### src/lcdcd_defines.vh
// Constants for the LCD command decoder.
`ifndef LCDCD_DEFINES_VH
`define LCDCD_DEFINES_VH
`define LCDCD_OP_TEST 4'h0
`define LCDCD_OP_HOME 4'h1
`define LCDCD_OP_LINE 4'h2
`define LCDCD_OP_DISP 4'h3
`define LCDCD_OP_PSAVE 4'h4
`define LCDCD_OP_PWR 4'h5
`define LCDCD_OP_SYS 4'h6
`define LCDCD_NOP_BYTE 8'h00
`define LCDCD_HOME_ADDR 7'h30
`define LCDCD_ADDR_ZERO 7'h00
`define LCDCD_ADDR_ONE 7'h01
`define LCDCD_TEXT_LO 7'h30
`define LCDCD_TEXT_HI 7'h6f
`define LCDCD_SYM_LO 7'h60
`define LCDCD_DIVIDER_RST 1'b1
`define LCDCD_REG_CTRL 12'h000
`define LCDCD_REG_PWR 12'h004
`define LCDCD_REG_STAT 12'h008
`define LCDCD_REG_CMD 12'h00c
`define LCDCD_FLASH_HZ 2
`define LCDCD_CLK_HZ 20000000
`endif

### src/lcdcd_flash.v
// Flash-rate timebase shared by cursor and line blinking.
`timescale 1ns/1ns
`include "lcdcd_defines.vh"
module lcdcd_flash #(
  parameter HALF_CYCLES = `LCDCD_CLK_HZ / (2 * `LCDCD_FLASH_HZ)
) (
  // Clock and reset.
  input wire sys_clk,
  input wire rst_b,
  // Square wave output.
  output reg flash_rate
);
  reg [31:0] count;
  // Toggle the phase every half period; one source keeps line and cursor blink in step.
  always @(posedge sys_clk or negedge rst_b) begin
    if (!rst_b) begin
      count <= 32'h0000_0000;
      flash_rate <= 1'b0;
    end else if (count >= HALF_CYCLES - 1) begin
      count <= 32'h0000_0000;
      flash_rate <= ~flash_rate;
    end else begin
      count <= count + 32'h0000_0001;
    end
  end
endmodule

### src/lcdcd_top.v
// LCD command decoder with APB access to its command port and settings.
// Functional notes
// - cmd_data_sel low command, high data
// - Extended select persists across data writes
// - Cursor home loads address 30h
// - Cursor home clears line scroll
// - Home shows cursor only after basic access
// - Extended 0001 sets scroll amount
// - Basic 0010 sets RAM line flashing
// - Line flash uses cursor flash rate
// - Extended 0010 sets tall font lines
// - Under-bar cursor tall on tall lines
// - Display control loads cursor, flash, select, panel
// - Cursor style from show and flash bits
// - Cursor position follows address counter
// - Symbol area cursor blinks symbol group
// - Power save loads oscillator and save bits
// - Extended power loads divider, bias, ratio
// - System set loads bank, scan, user font
// - Extended system set loads inversion flag
// - Address set loads seven-bit counter
// - Data write increments counter with wrap
// - Icon or contrast address hides cursor
// - Data goes to last selected region
// - Zero byte only clears test mode
//
// Design decisions made here: the APB register port and the register offsets.
`timescale 1ns/1ns
`include "lcdcd_defines.vh"

// Software view of the block, one aligned 32-bit word per register.
// The command port takes one byte per write in bits 7:0; bit 8 set marks a data
// byte for display RAM, bit 8 clear a command byte. The port reads back as zero.
// The control view holds the tall-font lines in bits 15:12, the flashing lines in
// bits 11:8, the scroll amount in bits 7:6, and cursor show, cursor flash, the
// extended select and panel on in bits 3:0.
// The power view holds, from bit 0 upward, oscillator, power save, high drive,
// regulator loop, buffer, booster, divider select, bias, gain ratio, font bank,
// scan direction, user font and segment inversion.
// The status view holds the address counter in bits 6:0, then the hidden-cursor
// flag, the region of the last address set and the test flag.
// Every access has one wait state: pready is high for one cycle, and a byte on
// the command port acts at the edge that raises it.
// Writes to the read-only views are dropped; unmapped offsets answer with pslverr.
// The host must bring the oscillator up before the booster; nothing here checks
// that order, since the booster enable is only stored and passed on.
module lcdcd_top #(
  parameter HALF_CYCLES = `LCDCD_CLK_HZ / (2 * `LCDCD_FLASH_HZ)
) (
  // Clock and reset.
  input wire sys_clk,
  input wire rst_b,
  // APB slave.
  input wire psel,
  input wire penable,
  input wire pwrite,
  input wire [11:0] paddr,
  input wire [31:0] pwdata,
  output reg [31:0] prdata,
  output reg pready,
  output reg pslverr,
  // Byte written into display RAM.
  output reg ram_we,
  output reg ram_region,
  output reg [6:0] ram_addr,
  output reg [7:0] ram_data,
  // Display control state.
  output reg [6:0] addr_count,
  output reg [1:0] scroll_amount,
  output reg [3:0] line_flash,
  output reg [3:0] line_tall_font,
  output reg [3:0] line_flash_now,
  output reg cursor_show,
  output reg cursor_flash,
  output reg extended_set_sel,
  output reg panel_on,
  output reg cursor_visible,
  output reg cursor_bar,
  output reg cursor_reverse,
  output reg cursor_tall,
  output reg symbol_flash,
  // Power and system settings.
  output reg osc_on,
  output reg low_power_on,
  output reg high_drive_on,
  output reg lcd_volt_loop_on,
  output reg lcd_buffer_on,
  output reg booster_on,
  output reg internal_divider_sel,
  output reg lcd_bias_sel,
  output reg [1:0] gain_ratio,
  output reg [1:0] font_bank,
  output reg scan_reverse,
  output reg user_font_on,
  output reg seg_invert,
  output reg test_mode
);
  wire flash_rate;
  wire apb_acc;
  wire is_ctrl;
  wire is_pwr;
  wire is_stat;
  wire is_cmd;
  wire wr_byte;
  wire [7:0] wb;
  wire [3:0] op;
  reg region_basic;
  reg cursor_home_ok;
  reg cursor_hidden;
  reg [1:0] cur_line;
  reg in_text;
  reg in_sym;
  reg [31:0] next_rdata;

  // Text RAM lines one to four sit between the two text bounds of the basic map.
  function in_text_area;
    input [6:0] addr;
    begin
      in_text_area = (addr >= `LCDCD_TEXT_LO) && (addr <= `LCDCD_TEXT_HI);
    end
  endfunction

  // The symbol store fills the top of the extended map.
  function in_sym_area;
    input [6:0] addr;
    begin
      in_sym_area = (addr >= `LCDCD_SYM_LO);
    end
  endfunction

  // Text line index, line one at zero, taken from the upper address bits.
  function [1:0] text_line_of;
    input [6:0] addr;
    begin
      text_line_of = addr[5:4] - 2'b11;
    end
  endfunction

  // An address set outside text RAM or the symbol store leaves no cursor to show.
  function hides_cursor;
    input ext;
    input [6:0] addr;
    begin
      hides_cursor = ext ? ~in_sym_area(addr) : ~in_text_area(addr);
    end
  endfunction

  lcdcd_flash #(.HALF_CYCLES(HALF_CYCLES)) u_flash (
    .sys_clk(sys_clk),
    .rst_b(rst_b),
    .flash_rate(flash_rate)
  );

  // APB access decode; every access is taken in its first access cycle and completes one cycle later.
  assign apb_acc = psel & penable & ~pready;
  assign is_ctrl = (paddr == `LCDCD_REG_CTRL);
  assign is_pwr = (paddr == `LCDCD_REG_PWR);
  assign is_stat = (paddr == `LCDCD_REG_STAT);
  assign is_cmd = (paddr == `LCDCD_REG_CMD);
  assign wr_byte = apb_acc & pwrite & is_cmd;
  assign wb = pwdata[7:0];
  assign op = wb[7:4];

  // Which RAM line and area the counter sits in.
  always @* begin
    in_text = in_text_area(addr_count);
    in_sym = in_sym_area(addr_count);
    cur_line = text_line_of(addr_count);
  end

  // Bus handshake and read mux; unmapped addresses answer with an error.
  always @* begin
    next_rdata = 32'h0000_0000;
    if (is_ctrl) begin
      next_rdata = {16'h0000, line_tall_font, line_flash, scroll_amount, 2'b00,
                    cursor_show, cursor_flash, extended_set_sel, panel_on};
    end else if (is_pwr) begin
      next_rdata = {17'h0000, seg_invert, user_font_on, scan_reverse, font_bank,
                    gain_ratio, lcd_bias_sel, internal_divider_sel, booster_on,
                    lcd_buffer_on, lcd_volt_loop_on, high_drive_on, low_power_on, osc_on};
    end else if (is_stat) begin
      next_rdata = {22'h0000_00, test_mode, region_basic, cursor_hidden, addr_count};
    end
  end

  always @(posedge sys_clk or negedge rst_b) begin
    if (!rst_b) begin
      pready <= 1'b0;
      pslverr <= 1'b0;
      prdata <= 32'h0000_0000;
    end else begin
      pready <= apb_acc;
      pslverr <= apb_acc & ~(is_ctrl | is_pwr | is_stat | is_cmd);
      // Read data is caught only on reads, so it stands until the next read.
      if (apb_acc && !pwrite) begin
        prdata <= next_rdata;
      end
    end
  end

  // Command interpreter; bit 8 of the written word is the command/data select.
  always @(posedge sys_clk or negedge rst_b) begin
    if (!rst_b) begin
      ram_we <= 1'b0;
      ram_region <= 1'b0;
      ram_addr <= `LCDCD_ADDR_ZERO;
      ram_data <= 8'h00;
      addr_count <= `LCDCD_ADDR_ZERO;
      scroll_amount <= 2'b00;
      line_flash <= 4'h0;
      line_tall_font <= 4'h0;
      cursor_show <= 1'b0;
      cursor_flash <= 1'b0;
      extended_set_sel <= 1'b0;
      panel_on <= 1'b0;
      osc_on <= 1'b0;
      low_power_on <= 1'b0;
      high_drive_on <= 1'b0;
      lcd_volt_loop_on <= 1'b0;
      lcd_buffer_on <= 1'b0;
      booster_on <= 1'b0;
      internal_divider_sel <= `LCDCD_DIVIDER_RST;
      lcd_bias_sel <= 1'b0;
      gain_ratio <= 2'b00;
      font_bank <= 2'b00;
      scan_reverse <= 1'b0;
      user_font_on <= 1'b0;
      seg_invert <= 1'b0;
      test_mode <= 1'b0;
      region_basic <= 1'b1;
      cursor_home_ok <= 1'b1;
      cursor_hidden <= 1'b0;
    end else begin
      ram_we <= 1'b0;
      if (wr_byte && pwdata[8]) begin
        // Data byte: region is the one latched at the last address set.
        ram_we <= 1'b1;
        ram_region <= ~region_basic;
        ram_addr <= addr_count;
        ram_data <= wb;
        addr_count <= addr_count + `LCDCD_ADDR_ONE;
        cursor_home_ok <= region_basic;
      end else if (wr_byte) begin
        // Command byte, decoded with the retained extended select.
        if (wb[7]) begin
          addr_count <= wb[6:0];
          region_basic <= ~extended_set_sel;
          cursor_home_ok <= ~extended_set_sel;
          // Basic area outside text RAM is icon or contrast: cursor is removed.
          cursor_hidden <= hides_cursor(extended_set_sel, wb[6:0]);
        end else begin
          case (op)
            `LCDCD_OP_TEST: begin
              // Only the zero byte clears; other codes are test entries.
              test_mode <= (wb != `LCDCD_NOP_BYTE);
            end
            `LCDCD_OP_HOME: begin
              // Home and scroll share this opcode; the extended select parts them.
              if (extended_set_sel) begin
                scroll_amount <= wb[1:0];
              end else begin
                addr_count <= `LCDCD_HOME_ADDR;
                scroll_amount <= 2'b00;
                cursor_hidden <= ~cursor_home_ok;
              end
            end
            `LCDCD_OP_LINE: begin
              // Bits follow text RAM lines, so a scroll does not move the flashing line.
              if (extended_set_sel) begin
                line_tall_font <= wb[3:0];
              end else begin
                line_flash <= wb[3:0];
              end
            end
            `LCDCD_OP_DISP: begin
              // The extended select loaded here governs later address set, home, line, power and system decodes.
              cursor_show <= wb[3];
              cursor_flash <= wb[2];
              extended_set_sel <= wb[1];
              panel_on <= wb[0];
            end
            `LCDCD_OP_PSAVE: begin
              // Bits 3:2 are ignored; the booster relies on the oscillator set here.
              osc_on <= wb[1];
              low_power_on <= wb[0];
            end
            `LCDCD_OP_PWR: begin
              if (extended_set_sel) begin
                // Bias clear selects one-fifth bias, set selects one-quarter bias.
                internal_divider_sel <= wb[3];
                lcd_bias_sel <= wb[2];
                gain_ratio <= wb[1:0];
              end else begin
                // Booster ordering against the oscillator is the host's duty.
                high_drive_on <= wb[3];
                lcd_volt_loop_on <= wb[2];
                lcd_buffer_on <= wb[1];
                booster_on <= wb[0];
              end
            end
            `LCDCD_OP_SYS: begin
              if (extended_set_sel) begin
                // Only character segments follow this flag; symbol outputs never invert.
                seg_invert <= wb[1];
              end else begin
                font_bank <= wb[3:2];
                scan_reverse <= wb[1];
                user_font_on <= wb[0];
              end
            end
            default: begin
              // Unused opcodes leave every setting as it is.
              test_mode <= test_mode;
            end
          endcase
        end
      end
    end
  end

  // Cursor rendering state, registered from the counter and control bits.
  always @(posedge sys_clk or negedge rst_b) begin
    if (!rst_b) begin
      cursor_visible <= 1'b0;
      cursor_bar <= 1'b0;
      cursor_reverse <= 1'b0;
      cursor_tall <= 1'b0;
      symbol_flash <= 1'b0;
      line_flash_now <= 4'h0;
    end else begin
      cursor_visible <= cursor_show & ~cursor_hidden;
      cursor_bar <= cursor_show & ~cursor_flash & ~cursor_hidden;
      cursor_reverse <= cursor_show & cursor_flash & ~cursor_hidden & flash_rate;
      // The tall cursor applies to the under-bar form on a tall text line only.
      cursor_tall <= cursor_show & ~cursor_flash & in_text & region_basic
                     & line_tall_font[cur_line];
      symbol_flash <= cursor_show & cursor_flash & ~region_basic & in_sym
                      & flash_rate;
      line_flash_now <= line_flash & {4{flash_rate}};
    end
  end
endmodule

### config.mk
export PLATFORM = sky130hd
export DESIGN_NAME = lcdcd_top
export DESIGN_NICKNAME = d
export VERILOG_FILES = /design/src/lcdcd_flash.v /design/src/lcdcd_top.v
export VERILOG_INCLUDE_DIRS = /design/src
export SDC_FILE = /design/constraint.sdc
export NUM_CORES = 1
export LEC_CHECK = 0
export BUFFER_PORTS_ARGS = -buffer_cell sky130_fd_sc_hd__buf_4
export CORE_ASPECT_RATIO = 2
export CORE_MARGIN = 3
export CORE_UTILIZATION = 40
export DETAILED_ROUTE_END_ITERATION = 6
export SLEW_MARGIN = 10
export SYNTH_ARGS = -nofsm -noshare
export SYNTH_HDL_FRONTEND = slang
export SYNTH_SLANG_ARGS = --single-unit
### constraint.sdc
create_clock -name sys_clk -period 2.8 [get_ports sys_clk]
set_clock_uncertainty 0.2 [all_clocks]
set_input_delay 0.56 -clock sys_clk [delete_from_list [all_inputs] [get_ports sys_clk]]
set_output_delay 0.56 -clock sys_clk [all_outputs]
set_load 0.1 [all_outputs]
==> impl.org <==
** Clocking
- The tree built by TritonCTS fans out to 117 sinks.
- The number of clock buffers added by TritonCTS is 17.
- TritonCTS clock tree :: built
- Clock latency at the later pin of the worst-skew pair :: 0.40 ns
- In this run the clock root is driven by a sky130_fd_sc_hd__clkbuf_16.
- Buffers added to address setup during post-CTS repair amount to 0.
- Clock-pin slew reported for the worst setup and hold paths after clock tree synthesis :: 0.06 ns
- The clock passes through at most 2 buffers.
- The clock tree synthesis step divided the H-tree into 4 levels.

** Synth
- Of the post-synthesis cell area, the dominant cell type holds 0.5192.
- Post-Syn Instances :: 529
- For this run, the register share of the synthesized area comes to 0.5336.
- Post-synthesis cell area :: 5494 um2
- In this run, synthesis produced a sequential element count of 117.
- Counting flops with a built-in enable in the synthesized netlist gives 0.
- Fraction of registers with async set or reset after synthesis :: 1.000
- By area the synthesized netlist is led by sky130_fd_sc_hd__dfrtp_1 52%, sky130_fd_sc_hd__mux2_2 6.4%, sky130_fd_sc_hd__nand2_1 4.6%.
- For this run, the number of Yosys warnings is 0.
- Post-synth top area cell :: sky130_fd_sc_hd__dfrtp_1
- Counting distinct cell types in the post-synthesis netlist gives 53.
- Most used flip-flop cell after synthesis :: sky130_fd_sc_hd__dfrtp_1
- Averaged over all synthesized cells, the footprint is 10.39 um2.

** Cells and area
- Number of nets at the end of the flow :: 710
- Of the cells placed in the final design, the portion with a size suffix greater than 1 is 0.3124.
- The area growth from synthesis to layout is 30.93%.
- The finished cells cover 7193 um2.
- 0 antenna diodes ended up in the layout.
- Post-layout instance count excluding filler cells :: 824
- For this run, the share of the core covered by cells in the final layout is 0.5353.

** Placed design
- In this run the tool buffered the top-level ports with 106 buffer cells.
- The placed instances occupy a cell area of 6530 um2.
- GPL Wtd Cong :: 0.8243
- Detailed placer's ending HPWL :: 11680 um
- The number of placed instances, taps included, is 791.

** Worst setup path
- Along the worst path, the maximum fanout reaches 5.
- The slowest stage of the critical path is the sky130_fd_sc_hd__or2_2 cell.
- STA classifies the critical path startpoint as a flop.
- The worst setup path is captured at a flop.
- Worst Reg-to-Reg Cells :: 5
- The critical path is of the reg -> reg type.
- STA puts the critical path data required time at 2.88 ns.
- In this run the number of cells on the critical path is 5.
- Delay of the slowest critical-path stage :: 0.46 ns
- The critical path goes through nand3b_1 -> or2_2 -> nor2_2 -> nand4_1 -> mux2_2.
- The critical path contains buffers and inverters numbering 0 combined.
- Kind of cell adding the most delay to the critical path :: simple AND/OR/NAND/NOR gates
- Arrival time at the worst endpoint :: 2.46 ns

** Global route
- The first global-routing pass estimated 23930 um of wire.
- Across every metal layer, demand over resource in global routing totals 0.2103.
- Remaining global-route overflow :: 0
- Antenna violations before repair :: 0
- Entering global routing, the biggest net connects 50 pins.
- The number of global-route vias before repair came to 4512.

** Timing
- The routed design could run at a clock period as short as 2.377 ns.
- Accumulated negative setup slack :: 0 ns
- The final number of max-transition violations is 0.
- # setup viols final :: 0
- Setup repair after global routing left no endpoint under its margin.
- On the final layout, the worst hold slack is 0.2489 ns.
- Highest clock frequency the design can meet :: 0.4207 GHz
- Crit share post-route :: 0.8490
- The number of hold violations in the final report was 0.

** Detailed routing
- The final route contains 4377 vias.
- Post-detailed-route wirelength per cell :: 18.70 um
- DRT iter0 DRCs :: 231
- DR pass1 iterations :: 5
- Number of design rule violations left after detail routing :: 0
- The detail route stage leaves a number of antenna-violating nets equal to 0.
- Vias/cell :: 5.312
- Sum of routed wire length over all layers :: 15410 um

** Status
- Outcome :: finished, final reports clean

** Die
- Height of the chip :: 171.7 um
- Cell row count :: 60
- For this configuration, the core starts out at a cell density of 0.4088.
- The core region is 13440 um2.
- For this design the top-level I/O count stands at 146.
- DIE AREA :: 15260 um2
- In this run the horizontal extent of the chip is 88.87 um.

** Pwr
- For this design the static power due to leakage is 3.494 nW.
- Worst IR drop on VDD :: 390.2 uV
- Power Density :: 606.1 nW/um2

** Hold path
- Worst hold stages :: 3
- The worst hold path belongs to the class in -> reg.

** Run
- MaxCap Viol Count :: 0
[layout by cell type (no fill, tap or decap), types with 13 or more instances in the layout]
master | synthesis | final
sky130_fd_sc_hd__o21ai_0 | 17 | 17
sky130_fd_sc_hd__clkbuf_16 | 0 | 17
sky130_fd_sc_hd__nand2_1 | 67 | 67
sky130_fd_sc_hd__nor2_1 | 54 | 54
sky130_fd_sc_hd__a21oi_1 | 17 | 17
sky130_fd_sc_hd__nand4_1 | 13 | 13
sky130_fd_sc_hd__mux2i_1 | 16 | 16
sky130_fd_sc_hd__xor2_1 | 14 | 14
sky130_fd_sc_hd__mux2_2 | 31 | 31
sky130_fd_sc_hd__buf_4 | 17 | 126
sky130_fd_sc_hd__nand3_1 | 16 | 16
sky130_fd_sc_hd__inv_1 | 13 | 13
sky130_fd_sc_hd__dfrtp_1 | 114 | 114
sky130_fd_sc_hd__conb_1 | 1 | 25
[registers in the layout, summed over array words and instances (netlist names), 2 cells and up]
| name | cells |
|---|---|
| line_flash_now | 4 |
| scroll_amount | 2 |
| font_bank | 2 |
| line_flash | 4 |
| u_flash.count | 32 |
| prdata | 16 |
| ram_data | 8 |
| gain_ratio | 2 |
| line_tall_font | 4 |
| addr_count | 7 |
| ram_addr | 7 |
[per-stage QoR]
step                      setup slack, ns  total power, W
final                              0.4227        0.004360
after floorplan                    0.2232        0.001917
after detailed placement           0.2559        0.002005
after global routing               0.3352        0.004497
after global placement             0.2803        0.002002
after CTS                          0.4368        0.004399
[worst paths after layout]
path                           start              endpoint  slack, ns
max in group asynchronous      rst_b  internal_divider_sel       1.30
hold / removal             pwdata[6]           ram_data[6]       0.25
setup / recovery              pready         line_flash[1]       0.42
setup reg to reg              pready         line_flash[1]       0.42
min in group asynchronous      rst_b      u_flash.count[2]       0.46
hold reg to reg            prdata[7]             prdata[7]       0.28
[cell usage after synthesis, drive strengths merged (6+ instances only)]
cell type	number
dfrtp	114
nand2	68
nor2	56
mux2	31
clkbuf	24
buf	21
o21ai	18
a21oi	17
mux2i	16
nand3	16
xor2	14
inv	13
nand4	13
o31ai	12
nor3	11
xnor2	8
and3	7
nor4	7
nor2b	6
[kinds of logic (layout without fill, tap and decap cells)]
kind of cell / count (synthesis) / in the layout / share of synthesized area
flops: 117 / 117 / 0.5336
simple gates: 214 / 214 / 0.1961
mux: 48 / 48 / 0.09679
compound gates: 64 / 64 / 0.07493
buf+inv: 58 / 174 / 0.05147
other cells: 1 / 25 / 0.0006826
xor+xnor: 22 / 22 / 0.03507
fa+ha+maj: 5 / 5 / 0.01139
[report_power, final]
group          total, W  switching (W)  internal, W
Clock           0.00238       0.000797      0.00159
Sequential      0.00171     0.00000645      0.00170
Combinational  0.000267       0.000212    0.0000550
Total           0.00436        0.00102      0.00334
[tightest hold or removal path, stage by stage]
cell                      delay (ns)
sky130_fd_sc_hd__buf_4          0.15
sky130_fd_sc_hd__nand2_1        0.06
sky130_fd_sc_hd__nand2_1        0.04
[layout make-up]
class                   instances  area, um2
repair buffers                129      996.0
multi-input cells             378       2370
clock inverters                15      227.7
well taps                     155      193.9
clock buffers                  17      425.4
inverters                      13      48.80
flip-flops and latches        117       2932
fillers                      1212       6245
[routing by layer]
metal / vias to the layer above / global-route usage / part of all wire
met5: - / 0 / 0
met4: 0 / 0.1007 / 0.029
met3: 24 / 0.04410 / 0.039
met2: 116 / 0.3900 / 0.58
met1: 2196 / 0.2159 / 0.35
li1: 2041 / - / -
[what timing repair did]
item,4_1_cts,5_1_grt
hold buffers,1,0
hold endpoints to repair,33,0
gates resized for setup,0,0
Note: power is estimated with default switching activity, not from simulation.
